**src/inc/pfc_pkg.sv**
```systemverilog
// pfc_pkg: constants and types for the parallel flash host controller.
// assumes a 128K x 8 asynchronous flash on the far side of the pins.
package pfc_pkg;

    // ------------------------------------------------------------------
    // geometry
    // ------------------------------------------------------------------
    localparam int ADDR_W = 17;              // byte address width
    localparam int DATA_W = 8;               // byte width

    // ------------------------------------------------------------------
    // command sequence patterns
    // ------------------------------------------------------------------
    localparam logic [16:0] CMD_ADDR_A = 17'h05555;
    localparam logic [16:0] CMD_ADDR_B = 17'h02AAA;
    localparam logic [7:0]  CMD_D_AA   = 8'hAA;
    localparam logic [7:0]  CMD_D_55   = 8'h55;
    localparam logic [7:0]  CMD_D_80   = 8'h80;
    localparam logic [7:0]  CMD_D_CHIP = 8'h10;
    localparam logic [7:0]  CMD_D_LOCK = 8'h40;
    localparam logic [7:0]  CMD_D_PROG = 8'hA0;
    localparam logic [7:0]  ERASED_BYTE = 8'hFF;
    localparam int          TOGGLE_BIT  = 6;
    localparam int          POLL_BIT    = 7;

    // ------------------------------------------------------------------
    // timing at 200 MHz
    // ------------------------------------------------------------------
    localparam int CLK_MHZ     = 200;
    localparam int T_WP_NS     = 50;         // strobe low time, least
    localparam int T_SETUP_NS  = 20;         // address/data setup, least
    localparam int T_HOLD_NS   = 20;         // hold after rise, least
    localparam int T_ACC_NS    = 60;         // read access, least wait
    localparam int WP_CYC  = (T_WP_NS * CLK_MHZ + 999) / 1000;
    localparam int SU_CYC  = (T_SETUP_NS * CLK_MHZ + 999) / 1000;
    localparam int HD_CYC  = (T_HOLD_NS * CLK_MHZ + 999) / 1000;
    localparam int ACC_CYC = (T_ACC_NS * CLK_MHZ + 999) / 1000;
    localparam int FULL_ERASE_TIME_MS = 10000; // full_erase_time bound
    localparam int FULL_ERASE_CYC = FULL_ERASE_TIME_MS * CLK_MHZ * 1000;
    localparam int CNT_W = 32;

    // ------------------------------------------------------------------
    // operations and pin bundle
    // ------------------------------------------------------------------
    typedef enum logic [1:0] {
        PFC_OP_READ  = 2'h0,
        PFC_OP_PROG  = 2'h1,
        PFC_OP_CHIP  = 2'h2,
        PFC_OP_LOCK  = 2'h3
    } pfc_op_t;

    typedef struct packed {
        logic        ce_n;
        logic        oe_n;
        logic        we_n;
        logic        reset_n;
        logic [16:0] byte_address;
        logic [7:0]  data_byte;
        logic        data_oe;
    } pfc_pins_t;

endpackage : pfc_pkg

```
**src/pfc_sync.sv**
```systemverilog
// pfc_sync: three-stage synchroniser for the returning data byte.
// assumes the byte changes only while the strobes are settled.
`timescale 1ns/10ps
`default_nettype none
module pfc_sync #(
    parameter int W = 8
) (
    // clock and reset
    input  wire logic         ref_clk,
    input  wire logic         nrst,
    // pin side
    input  wire logic [W-1:0] din,
    // synchronised side
    output var  logic [W-1:0] dout
);
    // -----------------------------------------------------------------
    // stages
    // -----------------------------------------------------------------
    logic [W-1:0] s1_r, s2_r, s3_r;         // stage one read by s2 only
    logic [W-1:0] dout_r, dout_nxt;         // accepted value

    // accept a bit once stages two and three agree
    always_comb begin
        dout_nxt = dout_r;
        for (int i = 0; i < W; i++) begin
            if (s2_r[i] == s3_r[i]) begin
                dout_nxt[i] = s3_r[i];
            end
        end
    end

    // register the chain
    always_ff @(posedge ref_clk) begin
        if (!nrst) begin
            s1_r   <= '0;
            s2_r   <= '0;
            s3_r   <= '0;
            dout_r <= '0;
        end else begin
            s1_r   <= din;
            s2_r   <= s1_r;
            s3_r   <= s2_r;
            dout_r <= dout_nxt;
        end
    end

    assign dout = dout_r;
endmodule : pfc_sync
`default_nettype wire

```
**src/pfc_host.sv**
```systemverilog
// pfc_host: host controller driving a parallel flash over its pins.
// assumes one requester on ref_clk; flash pins wired straight out.
`timescale 1ns/10ps
`default_nettype none
module pfc_host #(
    parameter int unsigned ERASE_CYC = pfc_pkg::FULL_ERASE_CYC
) (
    // clock and reset
    input  wire logic                       ref_clk,
    input  wire logic                       nrst,
    // request side
    input  wire logic                       req_valid,
    input  wire pfc_pkg::pfc_op_t           req_op,
    input  wire logic [pfc_pkg::ADDR_W-1:0] req_addr,
    input  wire logic [pfc_pkg::DATA_W-1:0] req_data,
    input  wire logic                       flash_reset_req,
    output var  logic                       req_ready,
    output var  logic                       rsp_valid,
    output var  logic [pfc_pkg::DATA_W-1:0] rsp_data,
    output var  logic                       rsp_timeout,
    // flash pins
    output var  pfc_pkg::pfc_pins_t         pins,
    input  wire logic [pfc_pkg::DATA_W-1:0] data_byte_in
);
    // -----------------------------------------------------------------
    // states
    // -----------------------------------------------------------------
    typedef enum logic [2:0] {
        ST_IDLE  = 3'b000,
        ST_SETUP = 3'b001,
        ST_STRB  = 3'b011,
        ST_HOLD  = 3'b010,
        ST_RDACC = 3'b110,
        ST_POLL  = 3'b111,
        ST_RST   = 3'b101
    } pfc_st_t;

    pfc_st_t                        st_r, st_nxt;
    pfc_pkg::pfc_pins_t             pins_r, pins_nxt;
    pfc_pkg::pfc_op_t               op_r, op_nxt;
    logic [pfc_pkg::ADDR_W-1:0]     addr_r, addr_nxt;   // target address
    logic [pfc_pkg::DATA_W-1:0]     data_r, data_nxt;   // target data
    logic [2:0]                     step_r, step_nxt;   // write step
    logic [7:0]                     cyc_r, cyc_nxt;     // phase counter
    logic [pfc_pkg::CNT_W-1:0]      wait_r, wait_nxt;   // busy timer
    logic                           last_tog_r, last_tog_nxt;
    logic                           have_tog_r, have_tog_nxt;
    logic                           ready_r, ready_nxt;
    logic                           rv_r, rv_nxt;
    logic [pfc_pkg::DATA_W-1:0]     rd_r, rd_nxt;
    logic                           to_r, to_nxt;
    logic [pfc_pkg::DATA_W-1:0]     din_s;              // synced data
    logic [2:0]                     nsteps;             // writes per op
    logic [pfc_pkg::ADDR_W-1:0]     step_addr;
    logic [pfc_pkg::DATA_W-1:0]     step_data;

    // -----------------------------------------------------------------
    // data return synchroniser
    // -----------------------------------------------------------------
    pfc_sync #(.W(pfc_pkg::DATA_W)) u_sync (
        .ref_clk (ref_clk),
        .nrst    (nrst),
        .din     (data_byte_in),
        .dout    (din_s)
    );

    // step pattern of each command sequence
    always_comb begin
        nsteps = (op_r == pfc_pkg::PFC_OP_PROG) ? 3'h4 : 3'h6;
        step_addr = pfc_pkg::CMD_ADDR_A;
        step_data = pfc_pkg::CMD_D_AA;
        unique case (step_r)
            3'h0: step_data = pfc_pkg::CMD_D_AA;
            3'h1: begin
                step_addr = pfc_pkg::CMD_ADDR_B;
                step_data = pfc_pkg::CMD_D_55;
            end
            3'h2: step_data = (op_r == pfc_pkg::PFC_OP_PROG) ?
                              pfc_pkg::CMD_D_PROG : pfc_pkg::CMD_D_80;
            3'h3: begin
                if (op_r == pfc_pkg::PFC_OP_PROG) begin
                    step_addr = addr_r;
                    step_data = data_r;
                end else begin
                    step_data = pfc_pkg::CMD_D_AA;
                end
            end
            3'h4: begin
                step_addr = pfc_pkg::CMD_ADDR_B;
                step_data = pfc_pkg::CMD_D_55;
            end
            3'h5: step_data = (op_r == pfc_pkg::PFC_OP_LOCK) ?
                              pfc_pkg::CMD_D_LOCK : pfc_pkg::CMD_D_CHIP;
            default: step_data = pfc_pkg::CMD_D_AA;
        endcase
    end

    // -----------------------------------------------------------------
    // sequencer next state
    // -----------------------------------------------------------------
    always_comb begin
        st_nxt       = st_r;
        pins_nxt     = pins_r;
        op_nxt       = op_r;
        addr_nxt     = addr_r;
        data_nxt     = data_r;
        step_nxt     = step_r;
        cyc_nxt      = cyc_r;
        wait_nxt     = wait_r;
        last_tog_nxt = last_tog_r;
        have_tog_nxt = have_tog_r;
        ready_nxt    = 1'b0;
        rv_nxt       = 1'b0;
        rd_nxt       = rd_r;
        to_nxt       = 1'b0;
        unique case (st_r)
            ST_IDLE: begin
                ready_nxt = ~req_valid;
                if (flash_reset_req) begin
                    // reset low floats the device; host stops driving
                    pins_nxt.reset_n = 1'b0;
                    pins_nxt.data_oe = 1'b0;
                    cyc_nxt = '0;
                    st_nxt  = ST_RST;
                end else if (req_valid && ready_r) begin
                    op_nxt   = req_op;
                    addr_nxt = req_addr;
                    // program only clears bits; caller erases first
                    data_nxt = req_data;
                    step_nxt = '0;
                    cyc_nxt  = '0;
                    ready_nxt = 1'b0;
                    if (req_op == pfc_pkg::PFC_OP_READ) begin
                        // read: chip and output low, write high
                        pins_nxt.byte_address = req_addr;
                        pins_nxt.data_oe = 1'b0;
                        pins_nxt.ce_n = 1'b0;
                        pins_nxt.oe_n = 1'b0;
                        st_nxt = ST_RDACC;
                    end else begin
                        st_nxt = ST_SETUP;
                    end
                end
            end
            ST_SETUP: begin
                // output drive high before any write strobe
                pins_nxt.oe_n = 1'b1;
                pins_nxt.ce_n = 1'b0;
                pins_nxt.byte_address = step_addr;
                pins_nxt.data_byte = step_data;
                pins_nxt.data_oe = 1'b1;
                cyc_nxt = cyc_r + 8'h01;
                if (cyc_r >= 8'(pfc_pkg::SU_CYC)) begin
                    pins_nxt.we_n = 1'b0;
                    cyc_nxt = '0;
                    st_nxt  = ST_STRB;
                end
            end
            ST_STRB: begin
                cyc_nxt = cyc_r + 8'h01;
                if (cyc_r >= 8'(pfc_pkg::WP_CYC)) begin
                    // rising write strobe latches the byte
                    pins_nxt.we_n = 1'b1;
                    cyc_nxt = '0;
                    st_nxt  = ST_HOLD;
                end
            end
            ST_HOLD: begin
                cyc_nxt = cyc_r + 8'h01;
                if (cyc_r >= 8'(pfc_pkg::HD_CYC)) begin
                    cyc_nxt = '0;
                    pins_nxt.data_oe = 1'b0;
                    pins_nxt.ce_n = 1'b1;
                    if (step_r == nsteps - 3'h1) begin
                        // sequence done: watch status while busy
                        wait_nxt = '0;
                        have_tog_nxt = 1'b0;
                        st_nxt = ST_POLL;
                    end else begin
                        step_nxt = step_r + 3'h1;
                        st_nxt = ST_SETUP;
                    end
                end
            end
            ST_RDACC: begin
                cyc_nxt = cyc_r + 8'h01;
                // busy limit counts whole cycles, reads included
                wait_nxt = wait_r + 32'h1;
                // wait access plus synchroniser depth
                if (cyc_r >= 8'(pfc_pkg::ACC_CYC + 4)) begin
                    pins_nxt.ce_n = 1'b1;
                    pins_nxt.oe_n = 1'b1;
                    cyc_nxt = '0;
                    if (op_r == pfc_pkg::PFC_OP_READ) begin
                        rv_nxt = 1'b1;
                        rd_nxt = din_s;
                        ready_nxt = 1'b0;
                        st_nxt = ST_IDLE;
                    end else begin
                        // busy read: compare toggle with previous
                        if (have_tog_r &&
                            din_s[pfc_pkg::TOGGLE_BIT] ==
                            last_tog_r) begin
                            rv_nxt = 1'b1;
                            rd_nxt = din_s;
                            st_nxt = ST_IDLE;
                        end else begin
                            last_tog_nxt = din_s[pfc_pkg::TOGGLE_BIT];
                            have_tog_nxt = 1'b1;
                            st_nxt = ST_POLL;
                        end
                    end
                end
            end
            ST_POLL: begin
                // no command writes while busy; only status reads
                wait_nxt = wait_r + 32'h1;
                cyc_nxt = cyc_r + 8'h01;
                if (wait_r >= ERASE_CYC) begin
                    rv_nxt = 1'b1;
                    to_nxt = 1'b1;
                    st_nxt = ST_IDLE;
                end else if (cyc_r >= 8'(pfc_pkg::HD_CYC)) begin
                    pins_nxt.byte_address = addr_r;
                    pins_nxt.ce_n = 1'b0;
                    pins_nxt.oe_n = 1'b0;
                    cyc_nxt = '0;
                    st_nxt = ST_RDACC;
                end
            end
            ST_RST: begin
                cyc_nxt = cyc_r + 8'h01;
                pins_nxt.ce_n = 1'b1;
                pins_nxt.oe_n = 1'b1;
                pins_nxt.we_n = 1'b1;
                if (!flash_reset_req && cyc_r >= 8'(pfc_pkg::WP_CYC)) begin
                    // release into read or standby by control levels
                    pins_nxt.reset_n = 1'b1;
                    st_nxt = ST_IDLE;
                end
            end
            default: st_nxt = ST_IDLE;
        endcase
    end

    // register sequencer state; active-low pins idle high, deselected
    always_ff @(posedge ref_clk) begin
        if (!nrst) begin
            st_r       <= ST_IDLE;
            pins_r     <= '{ce_n: 1'b1, oe_n: 1'b1, we_n: 1'b1,
                            reset_n: 1'b1, byte_address: '0,
                            data_byte: '0, data_oe: 1'b0};
            op_r       <= pfc_pkg::PFC_OP_READ;
            addr_r     <= '0;
            data_r     <= '0;
            step_r     <= '0;
            cyc_r      <= '0;
            wait_r     <= '0;
            last_tog_r <= 1'b0;
            have_tog_r <= 1'b0;
            ready_r    <= 1'b0;
            rv_r       <= 1'b0;
            rd_r       <= '0;
            to_r       <= 1'b0;
        end else begin
            st_r       <= st_nxt;
            pins_r     <= pins_nxt;
            op_r       <= op_nxt;
            addr_r     <= addr_nxt;
            data_r     <= data_nxt;
            step_r     <= step_nxt;
            cyc_r      <= cyc_nxt;
            wait_r     <= wait_nxt;
            last_tog_r <= last_tog_nxt;
            have_tog_r <= have_tog_nxt;
            ready_r    <= ready_nxt;
            rv_r       <= rv_nxt;
            rd_r       <= rd_nxt;
            to_r       <= to_nxt;
        end
    end

    // outputs straight from flops
    assign pins        = pins_r;
    assign req_ready   = ready_r;
    assign rsp_valid   = rv_r;
    assign rsp_data    = rd_r;
    assign rsp_timeout = to_r;
endmodule : pfc_host
`default_nettype wire

```
**config.mk**
```make
export PLATFORM = sky130hd
export DESIGN_NAME = pfc_host
export DESIGN_NICKNAME = d
export VERILOG_FILES = /design/src/inc/pfc_pkg.sv /design/src/pfc_sync.sv /design/src/pfc_host.sv
export SDC_FILE = /design/constraint.sdc
export NUM_CORES = 1
export LEC_CHECK = 0
export BUFFER_PORTS_ARGS = -buffer_cell sky130_fd_sc_hd__buf_4
export CORE_MARGIN = 8
export CORE_UTILIZATION = 60
export DETAILED_ROUTE_END_ITERATION = 10
export PLACE_DENSITY = 0.91
export SETUP_SLACK_MARGIN = 0.4
export SLEW_MARGIN = 20
export SYNTH_ARGS = -nofsm -noshare
export SYNTH_HDL_FRONTEND = slang
export SYNTH_SLANG_ARGS = --single-unit
```
**constraint.sdc**
```tcl
create_clock -name ref_clk -period 4.3 [get_ports ref_clk]
set_input_delay 0.43 -clock ref_clk [delete_from_list [all_inputs] [get_ports ref_clk]]
set_output_delay 0.43 -clock ref_clk [all_outputs]
set_load 0.02 [all_outputs]
```
==> results of run 1 <==
[final cells by class]
cell class / instances / area, um^2
clock buffers: 20 / 455
clock inverters: 12 / 140
fillers: 754 / 3030
inverters: 15 / 56.3
multi-input cells: 573 / 3350
flip-flops and latches: 148 / 2960
well taps: 140 / 175
repair buffers: 83 / 623
[state kept, by name, indices dropped and copies added, names as in the netlist]
| name | flops |
|---|---|
| cyc_r | 8 |
| pins | 30 |
| rsp_timeout | 1 |
| addr_r | 17 |
| u_sync.s1_r | 8 |
| op_r | 2 |
| step_r | 3 |
| u_sync.s3_r | 8 |
| u_sync.dout | 8 |
| rsp_valid | 1 |
| last_tog_r | 1 |
| req_ready | 1 |
| wait_r | 32 |
| u_sync.s2_r | 8 |
| st_r | 3 |
| have_tog_r | 1 |
| rsp_data | 8 |
| data_r | 8 |
[cells in the final DEF, fill, tap and decap left out, types with 4 or more instances in the layout]
cell	instances
ha_1	9
nand2b_1	6
clkbuf_16	16
buf_4	83
o21ai_0	54
nand4_1	18
a22oi_1	12
inv_1	13
and2_1	28
nand2_1	111
a221oi_1	9
nand3_1	22
dfxtp_1	148
o31ai_1	6
a31oi_1	5
nor4_1	12
a21oi_1	64
a211oi_1	15
and3_1	8
nor2_1	82
clkbuf_8	4
inv_6	5
nor3_1	20
xnor2_1	23
nor2b_1	4
mux2i_1	10
[layer usage]
layer | global-route usage, % | vias to the layer above | wire (um)
met1 | 28.1 | 2772 | 7100
met2 | 37.5 | 268 | 8160
li1 | - | 2876 | -
met4 | 12.3 | 0 | 485
met5 | 0 | - | 0
met3 | 6.25 | 47 | 1210
[cells in the mapped netlist (3+ instances only)]
library cell	number	area, um^2
dfxtp_1	148	2960
nand2_1	111	417
nor2_1	82	308
a21oi_1	64	320
o21ai_0	54	270
and2_1	28	175
clkbuf_1	27	101
xnor2_1	23	201
nand3_1	22	110
nor3_1	21	105
nand4_1	18	113
a211oi_1	15	113
inv_1	13	48.8
a22oi_1	12	90.1
nor4_1	12	75.1
buf_2	10	50.1
mux2i_1	10	100
a221oi_1	9	78.8
ha_1	9	113
and3_1	8	50.1
nand2b_1	6	37.5
o31ai_1	6	45.0
a31oi_1	5	31.3
nor2b_1	4	25.0
a2111oi_2	3	45.0
buf_6	3	33.8
nand3b_1	3	22.5
nand4b_1	3	26.3
o21a_1	3	22.5
or2_2	3	18.8
xor2_1	3	26.3
[worst max path at each step]
stage / end / slack [ns]
floorplan: pins[11] / 2.24
global placement: wait_r[7] / 1.46
detailed placement: wait_r[7] / 1.37
CTS: wait_r[7] / 1.34
global route: pins[21] / 1.15
finish: pins[21] / 1.35
[kinds of logic (layout without fill, tap and decap cells)]
logic type,Yosys count,in the layout
compound gates,190,190
xor+xnor,26,26
fa+ha+maj,9,9
simple gates,338,338
mux,10,10
buf+inv,61,130
flops,148,148
[stage by stage]
stage	instance area (um^2)	power, mW	hold slack, ns	worst slack (ns)
floorplan	6580	2.34	0.412	2.24
global placement	7160	2.63	0.416	1.46
detailed placement	7160	2.65	0.417	1.37
CTS	7750	4.15	0.0612	1.34
global route	7760	4.32	0.0778	1.15
finish	7760	4.17	0.0812	1.35
[power groups by stage]
stage	combinational, mW	clock, mW	sequential (mW)
after floorplan	0.640	0	1.70
after global placement	0.967	0	1.67
after detailed placement	0.985	0	1.67
after CTS	1.01	1.50	1.64
after global routing	1.11	1.55	1.67
final	1.03	1.49	1.65
[critical path, cell delays in order (launching register included)]
cell and delay [ns]:
dfxtp_1 0.59, or2_1 0.44, nor4_4 0.15, buf_4 0.33
a21oi_1 0.11, nor4_4 0.24, buf_4 0.32, nor2b_1 0.47
a21oi_1 0.13
==> results.cfg, run 1 <==
[cts]
clk_latency_ns = 0.55
cts-resized-gates = 0
path_clk_slew_ns = 0.07
cts_tree = done
cts_sinks = 148
postCtsHoldBufs = 0
clk_path_buf_depth = 2
numCtsBuffers = 17
htreeDepth = 4
post-cts-setup-buffers = 0
root_buffer = clkbuf_8

[worst_hold_path]
hp-class = in -> reg
min_from = data_byte_in[2]
min_path_cells = 2
min_to = u_sync.s1_r[2]

[route]
ant_nets = 0
vias_per_cell = 6.02
drc = 0
wl_per_cell_um = 17.1
drtIter0Drc = 686
wl_mm = 17.0
route.vias.total = 5963
drtPass1Iterations = 5

[finish]
fin_util_pct = 71.9
nets = 886
syn_to_final_growth_pct = 17.9
diodes = 0
drive_above_1_share_pct = 16.3
finalNonFillerCells = 991

[synth]
netlist_area_mm2 = 0.00658
synth_enable_flop_cells = 0
synth_compound_area_share_pct = 18.7
synth_xor_xnor_area_share_pct = 3.46
synth.distinct_cells = 66
avgSynthCellArea_um2 = 8.42
synth_top_family_by_area = simple AND/OR/NAND/NOR gates
yosys.area_share.simple_pct = 25.2
synth_fa_ha_area_share_pct = 1.71
seq_area_frac_synth_pct = 45.0
syn-instance-count = 782
synth_fp_nets = 830
ys_seq_elements = 148
synth-async-reset-ratio_pct = 0
yosys_warnings = 0
synth_mux_area_share_pct = 1.52
synth_ff_type = dfxtp_1

[status]
status = completed

[global_routing]
grt_overflow = 0
antenna_found_initial = 0
grt_pass1_vias = 5695
gr-usage-all-layers_pct = 23.3
grt_max_degree = 50
grt_pass1_wl_mm = 27.6

[critical_path]
cp.required_ns = 4.71
critPathArrivalTime_ns = 3.36
cp-start-kind = flop
rrSetupSlack_ns = 1.35
crit_type = reg -> reg
ff2ff_path_depth = 8
crit_path_start = st_r[1]
end_kind = flop
path_max_fanout = 29
worstReg2RegEnd = pins[21]
r2r_start = st_r[1]

[floorplan]
rows = 38
coreArea_mm2 = 0.0108
io-pin-count = 80
die_w_um = 121
die_h_um = 121
die_area_mm2 = 0.0146
start_util_pct = 61.0

[place]
gp_congestion = 0.903
dp.cells = 959
place_hpwl_mm = 10.7
io_buffers = 79

[timing]
finalHoldViolations = 0
period_share_pct = 68.6
period_minus_slack_ns = 2.95
clock_skew_ns = 0.0114
rsz0062_at_grt = no
fmax_ghz = 0.339
setup_violations = 0
tns_ns = 0
maxSlewViolCount = 0
relSlewSlack_pct = 34.4
worstMarginPinSlew_ns = 0.979

[pwr]
comb_power_share_pct = 24.6
power.density_mw_per_mm2 = 537
internal_power_mw = 2.76
power_frac_seq_pct = 39.7
p_leak_nw = 2.78
p_switching_mw = 1.41
pwr-share-clk_pct = 35.8
irDropWorstVdd_mv = 0.374
p_sw_share_pct = 33.9

[flow_run]
cap_violations = 0
No activity file was read; power rests on OpenSTA's default activity.
==> inputs of run 2 (changes only) <==
--- a/config.mk
+++ b/config.mk
@@ -5,11 +5,12 @@
 export SDC_FILE = /design/constraint.sdc
 export NUM_CORES = 1
 export LEC_CHECK = 0
+export ABC_AREA = 1
 export BUFFER_PORTS_ARGS = -buffer_cell sky130_fd_sc_hd__buf_4
 export CORE_MARGIN = 8
-export CORE_UTILIZATION = 60
+export CORE_UTILIZATION = 53
 export DETAILED_ROUTE_END_ITERATION = 10
-export PLACE_DENSITY = 0.91
+export PLACE_DENSITY = 0.85
 export SETUP_SLACK_MARGIN = 0.4
 export SLEW_MARGIN = 20
 export SYNTH_ARGS = -nofsm -noshare
==> constraint.sdc (replaced) <==
create_clock -name ref_clk -period 2.6 [get_ports ref_clk]
set_input_delay 0.26 -clock ref_clk [delete_from_list [all_inputs] [get_ports ref_clk]]
set_output_delay 0.26 -clock ref_clk [all_outputs]
set_load 0.02 [all_outputs]
==> run 2 against run 1 <==
  * Wire length increased by 7.6%
  * Setup slack worse by 0.75 ns
  * Cell count is 36% higher
  * Critical path depth rose by 2
  * Clock power is 60% higher
  * Non-clock buffer count increased by 13
  * Final area increased by 11%
  * Sequential share of layout area decreased by 3.6 points
==> results.cfg, run 2 <==
[status]
status = completed

[cts]
cts_sinks = 148
root_buffer = clkbuf_16
numCtsBuffers = 17
clk_path_buf_depth = 2
htreeDepth = 4
cts_tree = done
clk_latency_ns = 0.43
path_clk_slew_ns = 0.07
post-cts-setup-buffers = 0

[timing]
worstMarginPinSlew_ns = 0.669
period_share_pct = 76.8
holdWs_ns = 0.0104
relSlewSlack_pct = 55.4
rsz0062_at_grt = no
period_minus_slack_ns = 2.00
maxSlewViolCount = 0
finalHoldViolations = 0
clock_skew_ns = 0.0101
setup_slack_ns = 0.603
tns_ns = 0
fmax_ghz = 0.501
setup_violations = 0

[critical_path]
crit_buf_inv = 2
rrSetupSlack_ns = 0.60
cp.required_ns = 2.96
slowest_stage = dfxtp_1
cp-start-kind = flop
ff2ff_path_depth = 10
r2r_start = wait_r[0]
crit_top_cell = nor2_1
end_kind = flop
worstReg2RegEnd = wait_r[14]
crit_family = simple AND/OR/NAND/NOR gates
path_max_fanout = 3
crit_type = reg -> reg
max_stage_delay_ns = 0.36
critPathArrivalTime_ns = 2.36
cp_cell_sequence = ha_1 -> nand2_1 -> nor2_1 -> inv_1 -> nor2_1 -> inv_1 -> nor2_1 -> xor2_1 -> nand2_1 -> a21oi_1

[synth]
seq_area_frac_synth_pct = 41.3
synthTopCellsByCount = nand2_1 (247), nor2_1 (177), dfxtp_1 (148)
synth_ff_type = dfxtp_1
synth_fp_nets = 1129
syn-instance-count = 1081
synth-async-reset-ratio_pct = 0
yosys.area.top_type = dfxtp_1
netlist_area_mm2 = 0.00717
avgSynthCellArea_um2 = 6.63
synth.distinct_cells = 41
yosysTopAreaCellShare_pct = 41.3
synth_enable_flop_cells = 0
yosys_warnings = 0
synthTopCellsByArea = dfxtp_1 (41%), nand2_1 (13%), nor2_1 (9.3%)
yosysMostFrequentCell = nand2_1
ys_seq_elements = 148

[place]
place_hpwl_mm = 13.1
post_dp_cell_area_mm2 = 0.00793
gp_congestion = 0.914
dp_slack_ns = 0.366
dp.cells = 1314
io_buffers = 79

[worst_hold_path]
hp-class = in -> reg
min_to = u_sync.s1_r[6]
min_path_cells = 3
min_from = data_byte_in[6]

[finish]
nets = 1210
largest_reg_flops = 32
fillers = 1172
final_common_cell = nand2_1
fin_util_pct = 64.9
finalNonFillerCells = 1351
diodes = 0
regArea_mm2 = 0.00297
drive_above_1_share_pct = 13.0
multi_input_area_mm2 = 0.00358
syn_to_final_growth_pct = 19.8
final_cell_mix = nand2_1 (245), nor2_1 (176), dfxtp_1 (146)
fin_area_mm2 = 0.00859
regMostFlops = wait_r

[global_routing]
grt_pass1_vias = 6578
antenna_found_initial = 0
grt_max_degree = 45
gr-usage-all-layers_pct = 20.9
grt_overflow = 0
grt_pass1_wl_mm = 30.7

[pwr]
power.density_mw_per_mm2 = 829
irDropWorstVdd_mv = 0.608
p_switching_mw = 2.60
pwr-share-clk_pct = 33.4
p_sw_share_pct = 36.5
finalPower_mw = 7.12
p_leak_nw = 3.87
internal_power_mw = 4.52
comb_power_share_pct = 28.8
power_frac_seq_pct = 37.8

[route]
wl_mm = 18.2
drtIter0Drc = 680
vias_per_cell = 5.24
drc = 0
drtPass1Iterations = 5
route.vias.total = 7075
wl_per_cell_um = 13.5
ant_nets = 0

[floorplan]
coreArea_mm2 = 0.0132
die_area_mm2 = 0.0175
start_util_pct = 54.1
io-pin-count = 80
die_w_um = 132
rows = 42
die_h_um = 132

[flow_run]
cap_violations = 0
run 2: cell count changes after synthesis, sizes merged, moves of 20 or more:
cell and delta:
a21oi +20, and2 -28, inv +119, nand2 +137, nand3 +62, nor2 +98
o21ai +25, xnor2 -23
run 2: what timing repair did:
action | in CTS | in global routing
endpoints found under the setup margin | 13 | 40
hold endpoints to repair | 5 | 0
gates resized for setup | 1 | 9
hold buffers | 5 | 0
run 2: layout make-up:
class	instances	share of cell area [%]
multi-input combinational	765	41.7
sequential	148	34.5
clock buffer	17	4.95
tap	176	2.56
clock inverter	15	1.86
inverter	134	5.91
timing repair buffer	96	8.53
run 2: worst max path at each step:
stage / cells past startpoint / slack [ns] / to / from
2_1_floorplan: 10 / 0.69 / pins[15] / step_r[1]
3_3_place_gp: 9 / 0.45 / wait_r[14] / st_r[1]
3_5_place_dp: 9 / 0.37 / wait_r[30] / st_r[1]
4_1_cts: 10 / 0.47 / pins[10] / st_r[0]
5_1_grt: 10 / 0.42 / pins[15] / step_r[1]
6_report: 10 / 0.60 / wait_r[14] / wait_r[0]
run 2: logic make-up (layout without fill, tap and decap cells):
kind of cell             Yosys count  count (layout)  share of synthesized area [%]
buffers and inverters            168             262                           9.08
XOR/XNOR                           6               6                          0.733
AND/OR/NAND/NOR                  561             561                           33.0
flip-flops                       148             148                           41.3
AO/OA/AOI/OAI                    189             189                           14.3
adder cells (fa/ha/maj)            9               9                           1.57
run 2: routing by layer:
metal,wire length [um],global-route usage [%],share of wire (%),vias to the layer above
li1,-,-,-,3632
met1,8150,26.1,45,3199
met2,8530,33.9,47,221
met3,1320,5.87,7.2,23
met4,246,7.13,1.3,0
met5,0,0,0,-
run 2: worst min-delay path, stage by stage:
cell and delay (ns):
buf_4 0.07, nand2_1 0.04, inv_1 0.04
run 2: power by group through the flow:
stage | sequential (mW) | combinational [mW] | clock, mW
2_1_floorplan | 2.89 | 1.21 | 0
3_3_place_gp | 2.73 | 1.96 | 0
3_5_place_dp | 2.73 | 1.99 | 0
4_1_cts | 2.69 | 2.02 | 2.40
5_1_grt | 2.73 | 2.27 | 2.53
6_report | 2.69 | 2.05 | 2.38
